<file path="src/shared/angr_map.svh">
// Offsets, field positions, reset values and timing for the AN register bank
`ifndef ANGR_MAP_SVH
`define ANGR_MAP_SVH

// ****************************************************************
// Register offsets
// ****************************************************************
`define ANGR_OFS_ADV   5'h04
`define ANGR_OFS_LPAB  5'h05
`define ANGR_OFS_EXP   5'h06
`define ANGR_OFS_NPTX  5'h07
`define ANGR_OFS_LPNP  5'h08
`define ANGR_OFS_GIG   5'h09

// ****************************************************************
// Reset values and writable masks
// ****************************************************************
`define ANGR_ADV_RST   16'h01E1
`define ANGR_ADV_WMASK 16'hBFFF
`define ANGR_NPTX_RST  16'h2001
`define ANGR_NPTX_WMASK 16'hB7FF
`define ANGR_GIG_RST   16'h0300
`define ANGR_GIG_WMASK 16'hFF00
`define ANGR_LP_RST    16'h0000

// ****************************************************************
// Field positions
// ****************************************************************
`define ANGR_NP_BIT    15
`define ANGR_TOG_BIT   11
`define ANGR_TM_HI     15
`define ANGR_TM_LO     13
`define ANGR_MS_MAN    12
`define ANGR_MS_VAL    11
`define ANGR_PORT_MP   10
`define ANGR_G_FD      9
`define ANGR_G_HD      8

// ****************************************************************
// Test mode codes
// ****************************************************************
`define ANGR_TM_NORMAL 3'h0
`define ANGR_TM_LAST   3'h4

// ****************************************************************
// Soft reset hold-off
// ****************************************************************
`define ANGR_SRST_US   1
`define ANGR_CLK_MHZ   100

`endif

</file>
<file path="src/shared/angr_pkg.sv">
// Types shared by the AN register bank modules
package angr_pkg;

  typedef struct packed {
    logic        q;
  } angr_flag_t;

  typedef struct packed {
    logic [15:0] adv;
    logic [15:0] lp_ab;
    logic [15:0] np_tx;
    logic [15:0] lp_np;
    logic [15:0] gig;
    logic        np_tog;
    logic [15:0] rdata;
    logic        rvalid;
    logic [7:0]  busy_cnt;
    logic        busy;
    logic [2:0]  tm_eff;
    logic        ms_master;
    logic        ms_slave;
  } angr_state_t;

endpackage

</file>
<file path="src/shared/angr_flag_if.sv">
// Set, clear and state of one latched-high status flag
interface angr_flag_if;
  logic set;
  logic clr;
  logic q;
  modport owner (input set, input clr, output q);
  modport user  (output set, output clr, input q);
endinterface

</file>
<file path="src/hw/angr_sticky.sv">
// Latched-high flag: set wins over a clear in the same cycle
module angr_sticky
  import angr_pkg::*;
(
  input  wire logic   mclk,
  input  wire logic   rst_n,
  angr_flag_if.owner  flag
);

  angr_flag_t st;
  angr_flag_t next_st;

  always_comb begin
    next_st   = st;
    next_st.q = flag.set | (st.q & ~flag.clr);
  end

  always_ff @(posedge mclk) begin
    if (!rst_n) begin
      st <= '0;
    end else begin
      st <= next_st;
    end
  end

  assign flag.q = st.q;

endmodule

</file>
<file path="src/hw/angr_regs.sv">
// Auto-negotiation and gigabit control register bank, offsets 4 to 9
// Functional notes
// RULE1 - Advertisement at 0x04: 16 bits, resets 0x01E1 with selector 00001
// RULE2 - Bit 15 next-page request, bit 13 remote fault writable; 14 reserved
// RULE3 - Bits 11 and 10 advertise asymmetric and symmetric pause, reset 0
// RULE4 - Ability bits writable; bit 9 resets 0, bits 8 to 5 reset 1
// RULE5 - Partner ability at 0x05 is read-only, selector resets 00000
// RULE6 - Partner bits 11 and 10 report partner pause abilities, reset 0
// RULE7 - Expansion bit 4 latches parallel detection fault until cleared
// RULE8 - Expansion bit 1 latches when a new page arrives
// RULE9 - Expansion bit 2 always reads 1; bits 15 to 5 read 0
// RULE10 - Bit 3 partner next-page able, bit 0 partner autoneg able
// RULE11 - Next-page transmit at 0x07: writable fields, resets 0x2001
// RULE12 - Transmit bit 11 reads inverse of last sent word's toggle
// RULE13 - Partner next page at 0x08 read-only, resets zero
// RULE14 - Partner next-page bit 12 reads 1 when partner complies
// RULE15 - Gigabit bits 15:13 select test mode; codes 5 to 7 reserved
// RULE16 - Test modes follow the standard 1000BASE-T transmitter tests
// RULE17 - Gigabit bit 12 enables manual master/slave, reset 0
// RULE18 - Bit 11 chooses master or slave only while bit 12 set
// RULE19 - Gigabit bit 10 declares multi-port or single-port, reset 0
// RULE20 - Bits 9 and 8 advertise gigabit duplex, reset 1; 7:0 read 0
// RULE21 - Soft reset restores defaults; host waits 1 us before access
// RULE22 - Host sets master/slave role before forcing gigabit speed
// RULE23 - Engine sends current words and loads partner words on receipt
// RULE24 - Reading the expansion register clears the latched flags
`include "angr_map.svh"

module angr_regs
  import angr_pkg::*;
(
  input  wire logic        mclk,
  input  wire logic        rst_n,
  input  wire logic        soft_rst,
  input  wire logic [4:0]  reg_addr,
  input  wire logic        reg_wr,
  input  wire logic        reg_rd,
  input  wire logic [15:0] reg_wdata,
  output logic      [15:0] reg_rdata,
  output logic             reg_rvalid,
  output logic             busy,
  input  wire logic        an_page_rx,
  input  wire logic        an_rx_base,
  input  wire logic [15:0] an_rx_word,
  input  wire logic        an_pd_fault,
  input  wire logic        an_lp_an_able,
  input  wire logic        an_lcw_sent,
  input  wire logic        an_lcw_toggle,
  output logic      [15:0] adv_word,
  output logic      [15:0] np_tx_word,
  output logic      [2:0]  tx_test_mode,
  output logic             ms_manual,
  output logic             ms_force_master,
  output logic             ms_force_slave,
  output logic             port_multi,
  output logic             adv_1000fd,
  output logic             adv_1000hd
);

  // ****************************************************************
  // Timing
  // ****************************************************************
  localparam int SRST_CYC = `ANGR_SRST_US * `ANGR_CLK_MHZ;
  localparam logic [7:0] SRST_CNT = 8'(SRST_CYC);

  angr_state_t st;
  angr_state_t next_st;

  angr_flag_if pdf_flag ();
  angr_flag_if page_flag ();

  logic        acc_ok;
  logic        wr_go;
  logic        rd_go;
  logic [15:0] exp_word;
  logic [15:0] rd_mux;

  // ****************************************************************
  // Latched expansion flags
  // ****************************************************************
  angr_sticky u_pdf (
    .mclk  (mclk),
    .rst_n (rst_n),
    .flag  (pdf_flag)
  );

  angr_sticky u_page (
    .mclk  (mclk),
    .rst_n (rst_n),
    .flag  (page_flag)
  );

  // Accesses during the reset hold-off are dropped, not queued
  assign acc_ok = !st.busy && !soft_rst;
  assign wr_go  = acc_ok && reg_wr;
  assign rd_go  = acc_ok && reg_rd;

  assign pdf_flag.set  = an_pd_fault; // [RULE7]
  assign page_flag.set = an_page_rx; // [RULE8]
  // Read clears; a same-cycle event still wins in the flag itself
  assign pdf_flag.clr  = soft_rst ||
                         (rd_go && reg_addr == `ANGR_OFS_EXP); // [RULE24]
  assign page_flag.clr = pdf_flag.clr; // [RULE24]

  // ****************************************************************
  // Read data
  // ****************************************************************
  always_comb begin
    exp_word    = 16'h0000; // [RULE9]
    exp_word[4] = pdf_flag.q; // [RULE7]
    exp_word[3] = st.lp_ab[`ANGR_NP_BIT]; // [RULE10]
    exp_word[2] = 1'b1; // [RULE9]
    exp_word[1] = page_flag.q; // [RULE8]
    exp_word[0] = an_lp_an_able; // [RULE10]
  end

  always_comb begin
    case (reg_addr)
      `ANGR_OFS_ADV:  rd_mux = st.adv;
      `ANGR_OFS_LPAB: rd_mux = st.lp_ab; // [RULE6]
      `ANGR_OFS_EXP:  rd_mux = exp_word;
      `ANGR_OFS_NPTX: rd_mux = {st.np_tx[15:12], st.np_tog,
                                st.np_tx[10:0]}; // [RULE12]
      `ANGR_OFS_LPNP: rd_mux = st.lp_np; // [RULE14]
      `ANGR_OFS_GIG:  rd_mux = st.gig;
      default:        rd_mux = 16'h0000;
    endcase
  end

  // ****************************************************************
  // Next state
  // ****************************************************************
  always_comb begin
    next_st        = st;
    next_st.rvalid = 1'b0;
    if (st.busy_cnt != 8'h00) begin
      next_st.busy_cnt = st.busy_cnt - 8'h01;
    end
    if (wr_go) begin
      case (reg_addr)
        `ANGR_OFS_ADV: begin
          next_st.adv = reg_wdata & `ANGR_ADV_WMASK; // [RULE2] [RULE3]
        end
        `ANGR_OFS_NPTX: begin
          next_st.np_tx = reg_wdata & `ANGR_NPTX_WMASK; // [RULE11]
        end
        `ANGR_OFS_GIG: begin
          next_st.gig = reg_wdata & `ANGR_GIG_WMASK; // [RULE20]
        end
        default: begin
          // Partner and expansion words ignore writes
          next_st.gig = next_st.gig; // [RULE5] [RULE13]
        end
      endcase
    end
    if (rd_go) begin
      next_st.rdata  = rd_mux;
      next_st.rvalid = 1'b1;
    end
    if (an_page_rx) begin
      if (an_rx_base) begin
        next_st.lp_ab = an_rx_word; // [RULE23]
      end else begin
        next_st.lp_np = an_rx_word; // [RULE23]
      end
    end
    if (an_lcw_sent) begin
      next_st.np_tog = ~an_lcw_toggle; // [RULE12]
    end
    if (soft_rst) begin
      next_st.adv      = `ANGR_ADV_RST; // [RULE21]
      next_st.lp_ab    = `ANGR_LP_RST;
      next_st.np_tx    = `ANGR_NPTX_RST;
      next_st.lp_np    = `ANGR_LP_RST;
      next_st.gig      = `ANGR_GIG_RST;
      next_st.np_tog   = 1'b0;
      next_st.busy_cnt = SRST_CNT; // [RULE21]
    end
    next_st.busy = (next_st.busy_cnt != 8'h00);
    // Reserved test codes fall back to normal transmission
    if (next_st.gig[`ANGR_TM_HI:`ANGR_TM_LO] > `ANGR_TM_LAST) begin
      next_st.tm_eff = `ANGR_TM_NORMAL; // [RULE15]
    end else begin
      next_st.tm_eff = next_st.gig[`ANGR_TM_HI:`ANGR_TM_LO]; // [RULE16]
    end
    next_st.ms_master = next_st.gig[`ANGR_MS_MAN] &
                        next_st.gig[`ANGR_MS_VAL]; // [RULE18]
    next_st.ms_slave  = next_st.gig[`ANGR_MS_MAN] &
                        ~next_st.gig[`ANGR_MS_VAL]; // [RULE18]
  end

  always_ff @(posedge mclk) begin
    if (!rst_n) begin
      st           <= '0;
      st.adv       <= `ANGR_ADV_RST; // [RULE1] [RULE4]
      st.np_tx     <= `ANGR_NPTX_RST; // [RULE11]
      st.gig       <= `ANGR_GIG_RST; // [RULE17] [RULE19]
      st.lp_ab     <= `ANGR_LP_RST; // [RULE5]
      st.lp_np     <= `ANGR_LP_RST; // [RULE13]
    end else begin
      st <= next_st;
    end
  end

  // ****************************************************************
  // Outputs, all from flops
  // ****************************************************************
  assign reg_rdata       = st.rdata;
  assign reg_rvalid      = st.rvalid;
  assign busy            = st.busy;
  assign adv_word        = st.adv; // [RULE23]
  assign np_tx_word      = {st.np_tx[15:12], st.np_tog, st.np_tx[10:0]};
  assign tx_test_mode    = st.tm_eff;
  assign ms_manual       = st.gig[`ANGR_MS_MAN]; // [RULE17]
  assign ms_force_master = st.ms_master;
  assign ms_force_slave  = st.ms_slave;
  assign port_multi      = st.gig[`ANGR_PORT_MP]; // [RULE19]
  assign adv_1000fd      = st.gig[`ANGR_G_FD];
  assign adv_1000hd      = st.gig[`ANGR_G_HD];

  // ****************************************************************
  // Checks
  // ****************************************************************
  a_adv_reset_val: assert property ( // [RULE1]
    @(posedge mclk) !rst_n |=> adv_word == 16'h01E1)
    else $error("advertisement reset value wrong");

  a_adv_bit14_zero: assert property ( // [RULE2]
    @(posedge mclk) disable iff (!rst_n) adv_word[14] == 1'b0)
    else $error("advertisement bit 14 not zero");

  a_adv_pause_wr: assert property ( // [RULE3]
    @(posedge mclk) disable iff (!rst_n)
    wr_go && reg_addr == 5'h04 |=>
      adv_word[11:10] == $past(reg_wdata[11:10]))
    else $error("pause bits not written");

  a_partner_ro: assert property ( // [RULE5]
    @(posedge mclk) disable iff (!rst_n)
    wr_go && reg_addr == 5'h05 && !an_page_rx && !soft_rst |=>
      $stable(st.lp_ab))
    else $error("partner ability changed by write");

  a_pdf_latch: assert property ( // [RULE7]
    @(posedge mclk) disable iff (!rst_n)
    an_pd_fault |=> pdf_flag.q)
    else $error("fault flag not latched");

  a_page_latch: assert property ( // [RULE8]
    @(posedge mclk) disable iff (!rst_n)
    an_page_rx ##1 !pdf_flag.clr [*2] |=> page_flag.q)
    else $error("page flag not held");

  a_exp_fixed: assert property ( // [RULE9]
    @(posedge mclk) disable iff (!rst_n)
    rd_go && reg_addr == 5'h06 |=>
      reg_rvalid && reg_rdata[2] && reg_rdata[15:5] == 11'h000)
    else $error("expansion fixed bits wrong");

  a_toggle_inv: assert property ( // [RULE12]
    @(posedge mclk) disable iff (!rst_n)
    an_lcw_sent && !soft_rst |=>
      np_tx_word[11] == !$past(an_lcw_toggle))
    else $error("toggle bit not inverted");

  a_test_mode_ok: assert property ( // [RULE15]
    @(posedge mclk) disable iff (!rst_n)
    tx_test_mode <= 3'h4 &&
    (st.gig[15:13] <= 3'h4 || tx_test_mode == 3'h0))
    else $error("reserved test mode passed on");

  a_ms_gated: assert property ( // [RULE18]
    @(posedge mclk) disable iff (!rst_n)
    (ms_force_master || ms_force_slave) |->
      ms_manual && (ms_force_master == st.gig[11]))
    else $error("master/slave not gated by manual");

  a_srst_holdoff: assert property ( // [RULE21]
    @(posedge mclk) disable iff (!rst_n)
    soft_rst |=> busy && adv_word == 16'h01E1 ##100 !busy)
    else $error("soft reset hold-off wrong");

  a_exp_rd_clr: assert property ( // [RULE24]
    @(posedge mclk) disable iff (!rst_n)
    rd_go && reg_addr == 5'h06 && !an_pd_fault |=> !pdf_flag.q)
    else $error("fault flag not cleared by read");

endmodule

</file>
<file path="config.mk">
export PLATFORM = sky130hd
export DESIGN_NAME = angr_regs
export DESIGN_NICKNAME = d
export VERILOG_FILES = /design/src/shared/angr_pkg.sv /design/src/shared/angr_flag_if.sv /design/src/hw/angr_sticky.sv /design/src/hw/angr_regs.sv
export VERILOG_INCLUDE_DIRS = /design/src /design/src/shared
export SDC_FILE = /design/constraint.sdc
export NUM_CORES = 1
export LEC_CHECK = 0
export ABC_AREA = 1
export BUFFER_PORTS_ARGS = -buffer_cell sky130_fd_sc_hd__buf_2
export CAP_MARGIN = 5
export CELL_PAD_IN_SITES_DETAIL_PLACEMENT = 1
export CELL_PAD_IN_SITES_GLOBAL_PLACEMENT = 1
export CORE_ASPECT_RATIO = 0.7
export CORE_MARGIN = 2
export CORE_UTILIZATION = 41
export DETAILED_ROUTE_END_ITERATION = 8
export PLACE_DENSITY_LB_ADDON = 0.1
export RECOVER_POWER = 100
export SYNTH_ARGS = -nofsm -noshare
export SYNTH_HDL_FRONTEND = slang
export SYNTH_HIERARCHICAL = 1
export SYNTH_SLANG_ARGS = --single-unit
</file>
<file path="constraint.sdc">
create_clock -name mclk -period 3.2 [get_ports mclk]
set_input_delay 0.16 -clock mclk [delete_from_list [all_inputs] [get_ports mclk]]
set_output_delay 0.16 -clock mclk [all_outputs]
set_load 0.05 [all_outputs]
</file>
==> flow_metrics.py, run 1 <==
metrics = {
    "outcome": {
        "outcome": "complete, but fails checks",
        "violations": "capacitance limit, slew limit",
    },
    "sta": {
        "final_period_minus_worst_setup_slack_ps": 2310,
        "hold_viol": 0,
        "fin_setup_tns_ps": 0,
        "slew_headroom_pct": -3.34,
        "rsz0062_at_grt": "false",
        "portion_of_the_clock_cycle_consumed_by_the_worst_path_in_the_final_layout_pct": 72.2,
        "setup_viol": 0,
        "worst_pin_slew_ps": 1540,
        "timing_max_transition_violations_final": 28,
        "worst_clock_skew_ps": 4.80,
        "holdWs_ps": 13.1,
        "clock.fmax_mhz": 433,
    },
    "hold_path": {
        "hp-start": "an_lcw_sent",
        "worst_hold_path.num_cells": 2,
        "hold-path-endpoint": "np_tx_word[11]$_SDFFE_PP0P_",
        "hold_removal_path_class": "input pin to register",
    },
    "clock_tree": {
        "clk-insertion-delay-late_ps": 340,
        "cts_buffer_depth": 2,
        "post_cts_buffers": 0,
        "tritoncts.num_buffers": 9,
        "cts_tree": "yes",
        "cts.sinks": 103,
        "root_buffer": "clkbuf_16",
        "cts_hold_buf": 1,
        "post_cts_resize_count": 0,
        "htree_num_levels": 3,
        "clk_transition_reported_paths_ps": 70,
    },
    "synth": {
        "post_syn_instances": 660,
        "synth.avg_cell_area_um2": 7.19,
        "synth.area.top_cells": "dfxtp_1 (43%), nand2_1 (10%), nor2_1 (8.8%)",
        "unique_cell_type_count_in_the_yosys_netlist": 31,
        "synthMostInstantiatedCell": "nand2_1",
        "number_of_flops_mapped_to_enable_cells_by_yosys": 0,
        "synth_sequential_area_ratio_pct": 43.4,
        "netlist_area_um2": 4750,
        "yosys_warnings": 6,
        "yosys_register_bits": 103,
        "synthFlopType": "dfxtp_1",
        "synth_area_leader_cell": "dfxtp_1",
        "synth_commonest_cells": "nand2_1 (131), nor2_1 (111), dfxtp_1 (103), o21ai_0 (80), buf_4 (53)",
        "proportion_of_netlist_area_held_by_the_largest_area_contributor_pct": 43.4,
        "synthArstFlopShare_pct": 0,
    },
    "setup_path": {
        "crit-reg2reg-launch": "busy$_SDFF_PN0_",
        "worstSetupStartpointType": "input pin",
        "crit_type": "input pin to register",
        "worstPathMaxFanout": 40,
        "worst_ep_required_time_ps": 3480,
        "r2r_end": "reg_rdata[15]$_SDFFE_PN0P_",
        "critPathCaptureType": "register",
        "timing.critical_path.slowest_stage_cell": "nor2_1",
        "critical_path.max_stage_delay_ps": 1150,
        "setup.reg_to_reg.worst_slack_ps": 1150,
        "critical-path-top-cell-by-count": "inv_1",
        "critPathBufInv": 4,
        "path_delay_family": "simple AND/OR/NAND/NOR gates",
        "worstSetupPathDepth": 7,
        "cp_arrival_ps": 2590,
        "crit_chain": "clkbuf_1 -> inv_1 -> nor2_1 -> buf_4 -> nand3_1 -> inv_1 -> and2_1",
        "worst_r2r_path_depth": 6,
    },
    "grt": {
        "largest_net_degree_at_the_start_of_global_routing": 41,
        "wire_length_of_the_first_global_routing_pass_mm": 23.9,
        "grt_antenna_before_repair": 1,
        "grt_overflow": 0,
        "grt_use_total_pct": 25.0,
        "number_of_global_route_vias_before_repair": 4449,
    },
    "place": {
        "place.gp.congestion": 0.836,
        "dp_cells": 846,
        "detailed_place.area_um2": 4990,
        "number_of_port_buffers": 104,
        "detailedPlacementHpwl_mm": 11.7,
    },
    "pwr": {
        "powerDensity_nw_per_um2": 530,
        "power.leakage_nw": 2.17,
        "power_w": 0.00276,
        "worst_ir_drop_vdd_v": 0.000246,
    },
    "route": {
        "number_of_remaining_drc_errors": 0,
        "first_iter_violations": 235,
        "routed_wl_mm": 15.2,
        "drt_first_pass_iters": 4,
        "detailroute.via_count": 4372,
        "via_per_inst": 5.06,
        "antenna_violating_nets_post_route": 0,
        "avgRoutedWirePerCell_um": 17.6,
    },
    "finish": {
        "syn_to_final_growth_pct": 9.54,
        "multi_input_comb_area_um2": 1980,
        "final_design_area_no_fill_um2": 5200,
        "fillCellCount": 1477,
        "fraction_of_layout_cells_with_a_size_suffix_above_1_pct": 11.4,
        "ff_latch_area_um2": 2060,
        "stdcell_count": 864,
        "final_net_count": 755,
    },
    "floorplan": {
        "core_area_um2": 11100,
        "initial_utilization_pct": 42.7,
        "rows": 32,
        "die-height_um": 94.0,
        "die-area_um2": 12500,
        "fp.dieW_um": 133,
        "io_pins": 107,
    },
    "flow_run": {
        "max_cap_violations": 1,
    },
}
## metrics by stage
step,util [%],setup WS (ps)
global route,46.7,671
global placement,44.8,1320
finish,46.7,890
floorplan,-,1590
detailed placement,44.8,1240
CTS,47.7,1330
## report_power, final
part	total [W]	internal (W)	switching, W	leakage [nW]
registers	0.00133	0.00131	0.0000202	0.836
clock network	0.00115	0.000684	0.000467	0.151
logic	0.000274	0.0000824	0.000192	1.19
total	0.00276	0.00208	0.000678	2.17
## routing by layer
metal,share of wire (%),vias to the layer above,track usage [%]
li1,-,2138,-
met1,48,2104,35.4
met2,45,120,39.8
met3,6.8,10,5.45
met4,0.71,0,3.94
met5,0,-,0
## cell families after synthesis
group	count (synthesis)	synth area share, %
xor gates and xnor gates	2	0.369
other	1	0.0790
adders and majority gates	2	0.527
and+or+nand+nor	309	27.9
AOI/OAI and AO/OA	118	13.0
DFF	103	43.4
buffers and inverters	125	14.7
## sequential cells by signal, summed over array words and instances, names as in the netlist, 3 cells and up
register      flops
adv_word         15
np_tx_word       15
reg_rdata        16
st               43
tx_test_mode      3
## area by class of cell
type / instances / share of cell area, %
Tap cell: 153 / 3.68
Antenna cell: 1 / 0.0481
Clock buffer: 12 / 4.55
Clock inverter: 4 / 1.35
Inverter: 49 / 3.54
Timing Repair Buffer: 109 / 9.21
Multi-Input combinational cell: 433 / 38.0
Sequential cell: 103 / 39.6
## cell usage in the layout, fill, tap and decap left out, drive strengths merged
cell / instances
dlygate4sd3: 1
clkbuf: 73
o211ai: 3
dfxtp: 103
conb: 2
xor2: 2
nand3: 39
buf: 47
inv: 49
or2: 2
nand4: 7
and2: 3
a21oi: 34
bufinv: 2
diode: 1
nor3: 3
nand2: 135
nor2: 120
o21ai: 81
clkinv: 2
ha: 2
## worst max-delay path by stage
stage | endpoint | slack [ps] | from
finish | ms_force_slave$_SDFF_PN0_ | 890 | rst_n
global route | ms_force_slave$_SDFF_PN0_ | 670 | rst_n
CTS | busy$_SDFF_PN0_ | 1330 | st[6]$_SDFF_PN0_
detailed placement | np_tx_word[12]$_SDFFE_PP0P_ | 1240 | reg_addr[4]
global placement | np_tx_word[12]$_SDFFE_PP0P_ | 1320 | reg_addr[4]
floorplan | ms_force_slave$_SDFF_PN0_ | 1590 | busy$_SDFF_PN0_
Note: power is estimated with default switching activity, not from simulation.
==> inputs of run 2 (changes only) <==
--- a/config.mk
+++ b/config.mk
@@ -6,14 +6,14 @@
 export SDC_FILE = /design/constraint.sdc
 export NUM_CORES = 1
 export LEC_CHECK = 0
-export ABC_AREA = 1
+export ABC_AREA = 0
 export BUFFER_PORTS_ARGS = -buffer_cell sky130_fd_sc_hd__buf_2
 export CAP_MARGIN = 5
 export CELL_PAD_IN_SITES_DETAIL_PLACEMENT = 1
 export CELL_PAD_IN_SITES_GLOBAL_PLACEMENT = 1
 export CORE_ASPECT_RATIO = 0.7
 export CORE_MARGIN = 2
-export CORE_UTILIZATION = 41
+export CORE_UTILIZATION = 40
 export DETAILED_ROUTE_END_ITERATION = 8
 export PLACE_DENSITY_LB_ADDON = 0.1
 export RECOVER_POWER = 100
==> constraint.sdc (replaced) <==
create_clock -name mclk -period 2.3 [get_ports mclk]
set_input_delay 0.115 -clock mclk [delete_from_list [all_inputs] [get_ports mclk]]
set_output_delay 0.115 -clock mclk [all_outputs]
set_load 0.05 [all_outputs]
==> run 2 against run 1 <==
  * The run now ends clean
  * Global-route usage decreased by 0.91 points
  * Clock skew rose by 3.9 ps
  * Critical path depth down 1
  * Wire length down 0.91%
  * Critical path type is now register to register
  * Clock power rose by 31%
  * Largest power group unchanged
  * Synthesized cell count is 13% lower
  * Worst setup slack got worse by 510 ps
  * Utilization shrank 0.83 points
  * Sequential power increased by 39%
==> flow_metrics.py, run 2 <==
metrics = {
    "flow_run": {
        "max_cap_violations": 0,
    },
    "sta": {
        "slew_headroom_pct": 26.0,
        "portion_of_the_clock_cycle_consumed_by_the_worst_path_in_the_final_layout_pct": 83.6,
        "timing_max_transition_violations_final": 0,
        "clock.fmax_mhz": 520,
        "fin_setup_tns_ps": 0,
        "final_period_minus_worst_setup_slack_ps": 1920,
        "rsz0062_at_grt": "false",
        "hold_viol": 0,
        "worst_clock_skew_ps": 8.68,
        "final_critical_path_setup_slack_ps": 376,
        "worst_pin_slew_ps": 1110,
        "setup_viol": 0,
        "holdWs_ps": 13.5,
    },
    "finish": {
        "stdcell_count": 790,
        "fillCellCount": 1439,
        "most-common-layout-cells": "nand2_1 (144), dfxtp_1 (103), a21oi_1 (65)",
        "multi_input_comb_area_um2": 2190,
        "ff_latch_area_um2": 2060,
        "largest_register_ffs": 43,
        "registers.top_by_ff_count": "st",
        "antenna_cells_inserted": 0,
        "final_net_count": 678,
        "utilization_pct": 45.9,
        "fraction_of_layout_cells_with_a_size_suffix_above_1_pct": 15.5,
        "commonest_non_fill_non_tap_cell_in_the_layout": "nand2_1",
        "syn_to_final_growth_pct": 12.1,
    },
    "setup_path": {
        "worstPathMaxFanout": 14,
        "worst_r2r_path_depth": 6,
        "critPathCaptureType": "register",
        "crit_chain": "nor3b_1 -> clkbuf_1 -> and3_1 -> clkbuf_2 -> nand2_1 -> a21oi_1",
        "path_delay_family": "buffers and inverters",
        "worst_ep_required_time_ps": 2550,
        "critical_path.max_stage_delay_ps": 440,
        "crit_type": "register to register",
        "r2r_end": "np_tx_word[10]$_SDFFE_PP0P_",
        "setup.reg_to_reg.worst_slack_ps": 380,
        "timing.critical_path.slowest_stage_cell": "clkbuf_1",
        "crit-reg2reg-launch": "busy$_SDFF_PN0_",
        "worstSetupStartpointType": "register",
        "critPathBufInv": 2,
        "cp_arrival_ps": 2180,
    },
    "clock_tree": {
        "clk-insertion-delay-late_ps": 350,
        "clk_transition_reported_paths_ps": 70,
        "cts_tree": "yes",
        "root_buffer": "clkbuf_16",
        "cts_buffer_depth": 2,
        "htree_num_levels": 3,
        "cts.sinks": 103,
        "tritoncts.num_buffers": 9,
    },
    "hold_path": {
        "worst_hold_path.num_cells": 3,
        "hp-start": "an_rx_word[1]",
        "hold-path-endpoint": "st[81]$_SDFFE_PP0P_",
        "hold_removal_path_class": "input pin to register",
    },
    "place": {
        "dpl_worst_slack_ps": 467,
        "place.gp.congestion": 0.817,
        "number_of_port_buffers": 104,
        "dp_cells": 768,
        "detailedPlacementHpwl_mm": 11.4,
    },
    "grt": {
        "largest_net_degree_at_the_start_of_global_routing": 25,
        "grt_antenna_before_repair": 0,
        "grt_use_total_pct": 24.1,
        "number_of_global_route_vias_before_repair": 4332,
        "grt_overflow": 0,
        "wire_length_of_the_first_global_routing_pass_mm": 23.7,
    },
    "pwr": {
        "worst_ir_drop_vdd_v": 0.000441,
        "powerDensity_nw_per_um2": 698,
        "power.leakage_nw": 1.95,
    },
    "synth": {
        "number_of_flops_mapped_to_enable_cells_by_yosys": 0,
        "netlist_area_um2": 4800,
        "synthMostInstantiatedCell": "nand2_1",
        "synth_area_leader_cell": "dfxtp_1",
        "synthArstFlopShare_pct": 0,
        "synth-simple-area-share_pct": 23.8,
        "post_synth_xor_area_fraction_pct": 0.547,
        "synth_commonest_cells": "nand2_1 (144), dfxtp_1 (103), a21oi_1 (65), buf_4 (54), nand3_1 (27)",
        "synth_top_family_by_area": "simple AND/OR/NAND/NOR gates",
        "synth.area.top_cells": "dfxtp_1 (43%), nand2_1 (11%), buf_4 (8.4%)",
        "synthAdderAreaFrac_pct": 0.521,
        "synth_sequential_area_ratio_pct": 42.9,
        "proportion_of_netlist_area_held_by_the_largest_area_contributor_pct": 42.9,
        "synthFlopType": "dfxtp_1",
        "synth_compound_gate_area_share_pct": 17.1,
        "synth.avg_cell_area_um2": 8.35,
        "yosys_warnings": 6,
        "post_syn_instances": 575,
        "unique_cell_type_count_in_the_yosys_netlist": 62,
        "muxShareOfSynthArea_pct": 3.36,
        "yosys_register_bits": 103,
    },
    "route": {
        "number_of_remaining_drc_errors": 0,
        "avgRoutedWirePerCell_um": 19.1,
        "antenna_violating_nets_post_route": 0,
        "detailroute.via_count": 4288,
        "routed_wl_mm": 15.1,
        "drt_first_pass_iters": 5,
        "first_iter_violations": 299,
        "via_per_inst": 5.43,
    },
    "floorplan": {
        "die-area_um2": 12900,
        "io_pins": 107,
        "fp.dieW_um": 135,
        "die-height_um": 95.7,
        "initial_utilization_pct": 41.0,
        "rows": 33,
        "core_area_um2": 11700,
    },
    "outcome": {
        "outcome": "completed",
    },
}
==> run 2: cell types whose count changed after synthesis, moves of 6 or more <==
cell | previous run | this run
nand3_1 | 37 | 27
o21ai_0 | 80 | 2
clkbuf_1 | 13 | 24
and3_1 | 0 | 6
a21oi_1 | 32 | 65
a32o_1 | 0 | 6
inv_1 | 44 | 4
nor2_1 | 111 | 11
mux2i_1 | 0 | 8
o2bb2ai_1 | 0 | 6
nand2_1 | 131 | 144
o21ai_1 | 1 | 12
nor2b_1 | 0 | 6
==> run 2: worst max path at each step <==
stage                           from                           to  cells past startpoint
floorplan            busy$_SDFF_PN0_     adv_word[0]$_SDFFE_PP1P_                      6
global placement         reg_addr[1]   tx_test_mode[2]$_SDFF_PP0_                      5
detailed placement       reg_addr[1]   tx_test_mode[0]$_SDFF_PP0_                      5
CTS                 st[8]$_SDFF_PN0_              busy$_SDFF_PN0_                      4
global route         busy$_SDFF_PN0_   tx_test_mode[0]$_SDFF_PP0_                      5
finish               busy$_SDFF_PN0_  np_tx_word[10]$_SDFFE_PP0P_                      6
==> run 2: stage by stage <==
| step | area [µm²] | total power (W) |
|---|---|---|
| floorplan | 4810 | 0.00214 |
| global placement | 5120 | 0.00227 |
| detailed placement | 5120 | 0.00228 |
| CTS | 5470 | 0.00379 |
| global route | 5380 | 0.00391 |
| finish | 5380 | 0.00376 |
==> run 2: logic make-up (layout without fill, tap and decap cells) <==
group           Yosys count  in the layout
compound gates          126            126
xor+xnor                  3              3
fa+ha+maj                 2              2
buf+inv                  91            148
flops                   103            103
mux                      14             14
other cells               1              2
simple gates            235            235
==> run 2: layer usage <==
layer | GRT usage (%) | vias up | wire, µm | part of all wire, %
met5 | 0 | - | 0 | 0
met4 | 5.99 | 0 | 154 | 1.0
met3 | 4.15 | 11 | 789 | 5.2
met2 | 41.2 | 125 | 7200 | 48
met1 | 31.8 | 2108 | 6960 | 46
li1 | - | 2044 | - | -
==> run 2: power breakdown <==
group | internal [W] | leakage [nW] | switching (W)
logic | 0.000144 | 0.977 | 0.000253
registers | 0.00182 | 0.834 | 0.0000386
clock network | 0.000845 | 0.136 | 0.000661
==> run 2: area by class of cell <==
cell class	count	share of cell area, %
sequential	103	38.3
tap	157	3.65
multi-input combinational	382	40.7
inverter	4	0.279
clock buffer	11	4.32
timing repair buffer	128	11.6
clock inverter	5	1.09
==> run 2: what timing repair did <==
| item | in CTS | in global routing |
|---|---|---|
| buffers inserted | 0 | 0 |
| endpoints found under the hold margin | 6 | 0 |
| hold buffers | 6 | 0 |
| gates resized for setup | 0 | 0 |
==> run 2: worst register-to-register path, stage by stage, from the launching register on <==
cell and delay (ps):
dfxtp_1 340, nor3b_1 220, clkbuf_1 440, and3_1 250
clkbuf_2 320, nand2_1 110, a21oi_1 170
==> inputs of run 3 (changes only) <==
--- a/config.mk
+++ b/config.mk
@@ -6,14 +6,14 @@
 export SDC_FILE = /design/constraint.sdc
 export NUM_CORES = 1
 export LEC_CHECK = 0
-export ABC_AREA = 0
+export ABC_AREA = 1
 export BUFFER_PORTS_ARGS = -buffer_cell sky130_fd_sc_hd__buf_2
 export CAP_MARGIN = 5
 export CELL_PAD_IN_SITES_DETAIL_PLACEMENT = 1
 export CELL_PAD_IN_SITES_GLOBAL_PLACEMENT = 1
 export CORE_ASPECT_RATIO = 0.7
 export CORE_MARGIN = 2
-export CORE_UTILIZATION = 40
+export CORE_UTILIZATION = 38
 export DETAILED_ROUTE_END_ITERATION = 8
 export PLACE_DENSITY_LB_ADDON = 0.1
 export RECOVER_POWER = 100
==> constraint.sdc (replaced) <==
create_clock -name mclk -period 1.93 [get_ports mclk]
set_input_delay 0.0965 -clock mclk [delete_from_list [all_inputs] [get_ports mclk]]
set_output_delay 0.0965 -clock mclk [all_outputs]
set_load 0.05 [all_outputs]
==> run 3 against run 2 <==
  * The flow now finishes with violations (hold timing)
  * Register-to-register slack worse by 170 ps
  * Critical path type unchanged
  * Largest cell class is now sequential cells
  * Critical path depth increased by 1
  * Via count up 5.3%
  * Hold slack lost 20 ps
  * Highest routed layer unchanged
  * First-iteration DRC count down 9.4%
  * Total power grew 20%
  * Largest power group unchanged
==> flow_metrics.py, run 3 (synthesis gave the netlist of run 1 again) <==
metrics = {
    "setup_path": {
        "critPathCaptureType": "register",
        "worst_r2r_path_depth": 7,
        "cp_arrival_ps": 2000,
        "crit-reg2reg-launch": "busy$_SDFF_PN0_",
        "r2r_end": "adv_word[12]$_SDFFE_PP0P_",
        "worst_ep_required_time_ps": 2210,
        "setup.reg_to_reg.worst_slack_ps": 210,
        "worstSetupStartpointType": "register",
        "worstPathMaxFanout": 16,
        "crit_type": "register to register",
    },
    "route": {
        "first_iter_violations": 271,
        "antenna_violating_nets_post_route": 0,
        "drt_first_pass_iters": 4,
        "number_of_remaining_drc_errors": 0,
        "detailroute.via_count": 4515,
        "via_per_inst": 5.06,
        "routed_wl_mm": 16.0,
        "avgRoutedWirePerCell_um": 17.9,
    },
    "floorplan": {
        "io_pins": 107,
        "rows": 34,
        "die-height_um": 97.5,
        "die-area_um2": 13400,
        "core_area_um2": 12300,
        "initial_utilization_pct": 38.6,
        "fp.dieW_um": 138,
    },
    "finish": {
        "final_net_count": 775,
        "final_design_area_no_fill_um2": 5410,
        "most-common-layout-cells": "nand2_1 (131), nor2_1 (112), dfxtp_1 (103)",
        "ff_latch_area_um2": 2060,
        "stdcell_count": 892,
        "registers.top_by_ff_count": "st",
        "syn_to_final_growth_pct": 13.9,
        "fraction_of_layout_cells_with_a_size_suffix_above_1_pct": 12.5,
        "fillCellCount": 1607,
        "commonest_non_fill_non_tap_cell_in_the_layout": "nand2_1",
        "multi_input_comb_area_um2": 1970,
        "largest_register_ffs": 43,
        "antenna_cells_inserted": 0,
    },
    "clock_tree": {
        "root_buffer": "clkbuf_16",
        "cts_buffer_depth": 2,
        "htree_num_levels": 3,
        "clk_transition_reported_paths_ps": 70,
        "tritoncts.num_buffers": 9,
        "clk-insertion-delay-late_ps": 350,
        "cts_tree": "yes",
        "cts.sinks": 103,
    },
    "pwr": {
        "powerDensity_nw_per_um2": 833,
        "worst_ir_drop_vdd_v": 0.000412,
        "power.leakage_nw": 2.28,
        "power_w": 0.00451,
    },
    "hold_path": {
        "hold-path-endpoint": "u_pdf/flag.q$_SDFF_PN0_",
        "hold_removal_path_class": "input pin to register",
        "worst_hold_path.num_cells": 3,
        "hp-start": "an_pd_fault",
    },
    "sta": {
        "portion_of_the_clock_cycle_consumed_by_the_worst_path_in_the_final_layout_pct": 89.1,
        "fin_setup_tns_ps": 0,
        "slew_headroom_pct": 57.6,
        "setup_viol": 0,
        "clock.fmax_mhz": 581,
        "holdWs_ps": -6.75,
        "worst_clock_skew_ps": 10.5,
        "rsz0062_at_grt": "false",
        "final_period_minus_worst_setup_slack_ps": 1720,
        "hold_viol": 1,
        "timing_max_transition_violations_final": 0,
        "worst_pin_slew_ps": 636,
    },
    "place": {
        "detailed_place.area_um2": 5080,
        "number_of_port_buffers": 104,
        "place.gp.congestion": 0.825,
        "detailedPlacementHpwl_mm": 11.9,
        "dp_cells": 862,
    },
    "outcome": {
        "outcome": "complete, but fails checks",
        "violations": "hold timing",
    },
    "grt": {
        "grt_use_total_pct": 24.1,
        "number_of_global_route_vias_before_repair": 4584,
        "grt_antenna_before_repair": 0,
        "largest_net_degree_at_the_start_of_global_routing": 67,
        "wire_length_of_the_first_global_routing_pass_mm": 24.6,
        "grt_overflow": 0,
    },
    "flow_run": {
        "max_cap_violations": 0,
    },
}
==> run 3: cell count changes in the layout (fill, tap and decap cells not counted), sizes merged, moves of 7 or more <==
| cell | delta |
|---|---|
| o21ai | +67 |
| nand2 | -9 |
| nor2 | +107 |
| a21oi | -31 |
| clkbuf | -7 |
| mux2i | -9 |
| nor2b | -8 |
| inv | +48 |
| dlygate4sd3 | +8 |
| nand3 | +11 |
==> run 3: critical path: stages, from the launching register on <==
cell and delay, ps:
dfxtp_1 330, inv_1 70, nand3_1 70, inv_1 220, nand2_2 200, inv_1 490
o21ai_0 150, a21oi_1 130
==> run 3: layer usage <==
layer | routed length, µm | track usage, %
met2 | 6670 | 33.8
met4 | 238 | 7.38
met5 | 0 | 0
met1 | 8170 | 37.0
met3 | 868 | 4.12
==> run 3: layout make-up <==
type	instances	share of cell area, %
inverter	49	3.40
sequential	103	38.1
timing repair buffer	129	12.9
multi-input combinational	433	36.5
clock buffer	10	4.42
tap	162	3.75
clock inverter	6	0.971
==> run 3: worst max path at each step <==
stage          cells past startpoint        startpoint                   endpoint
6_report                           7   busy$_SDFF_PN0_  adv_word[12]$_SDFFE_PP0P_
5_1_grt                            7   busy$_SDFF_PN0_  adv_word[12]$_SDFFE_PP0P_
4_1_cts                           11  st[6]$_SDFF_PN0_            busy$_SDFF_PN0_
3_5_place_dp                      11  st[6]$_SDFF_PN0_            busy$_SDFF_PN0_
3_3_place_gp                      10          soft_rst  ms_force_slave$_SDFF_PN0_
2_1_floorplan                      9   busy$_SDFF_PN0_  ms_force_slave$_SDFF_PN0_
==> run 3: through the flow <==
step                hold slack (ps)  setup WS (ps)  util [%]
finish                        -6.75            210      44.0
global route                   14.9           64.8      44.0
CTS                           0.417            186      44.8
detailed placement              284            201      41.3
global placement                275            288      41.3
floorplan                       174            322         -
==> run 3: timing repair <==
item	4_1_cts	5_1_grt
setup endpoints to repair	0	1
hold endpoints to repair	15	0
buffers inserted	0	0
resized for setup	0	1
hold buffers	14	0
==> run 3: where the power goes <==
| part | leakage [nW] | total, W | switching, W | internal (W) |
|---|---|---|---|---|
| logic | 1.31 | 0.000492 | 0.000328 | 0.000165 |
| clock network | 0.138 | 0.00181 | 0.000877 | 0.000933 |
| registers | 0.836 | 0.00221 | 0.0000353 | 0.00217 |
| total | 2.28 | 0.00451 | 0.00124 | 0.00327 |
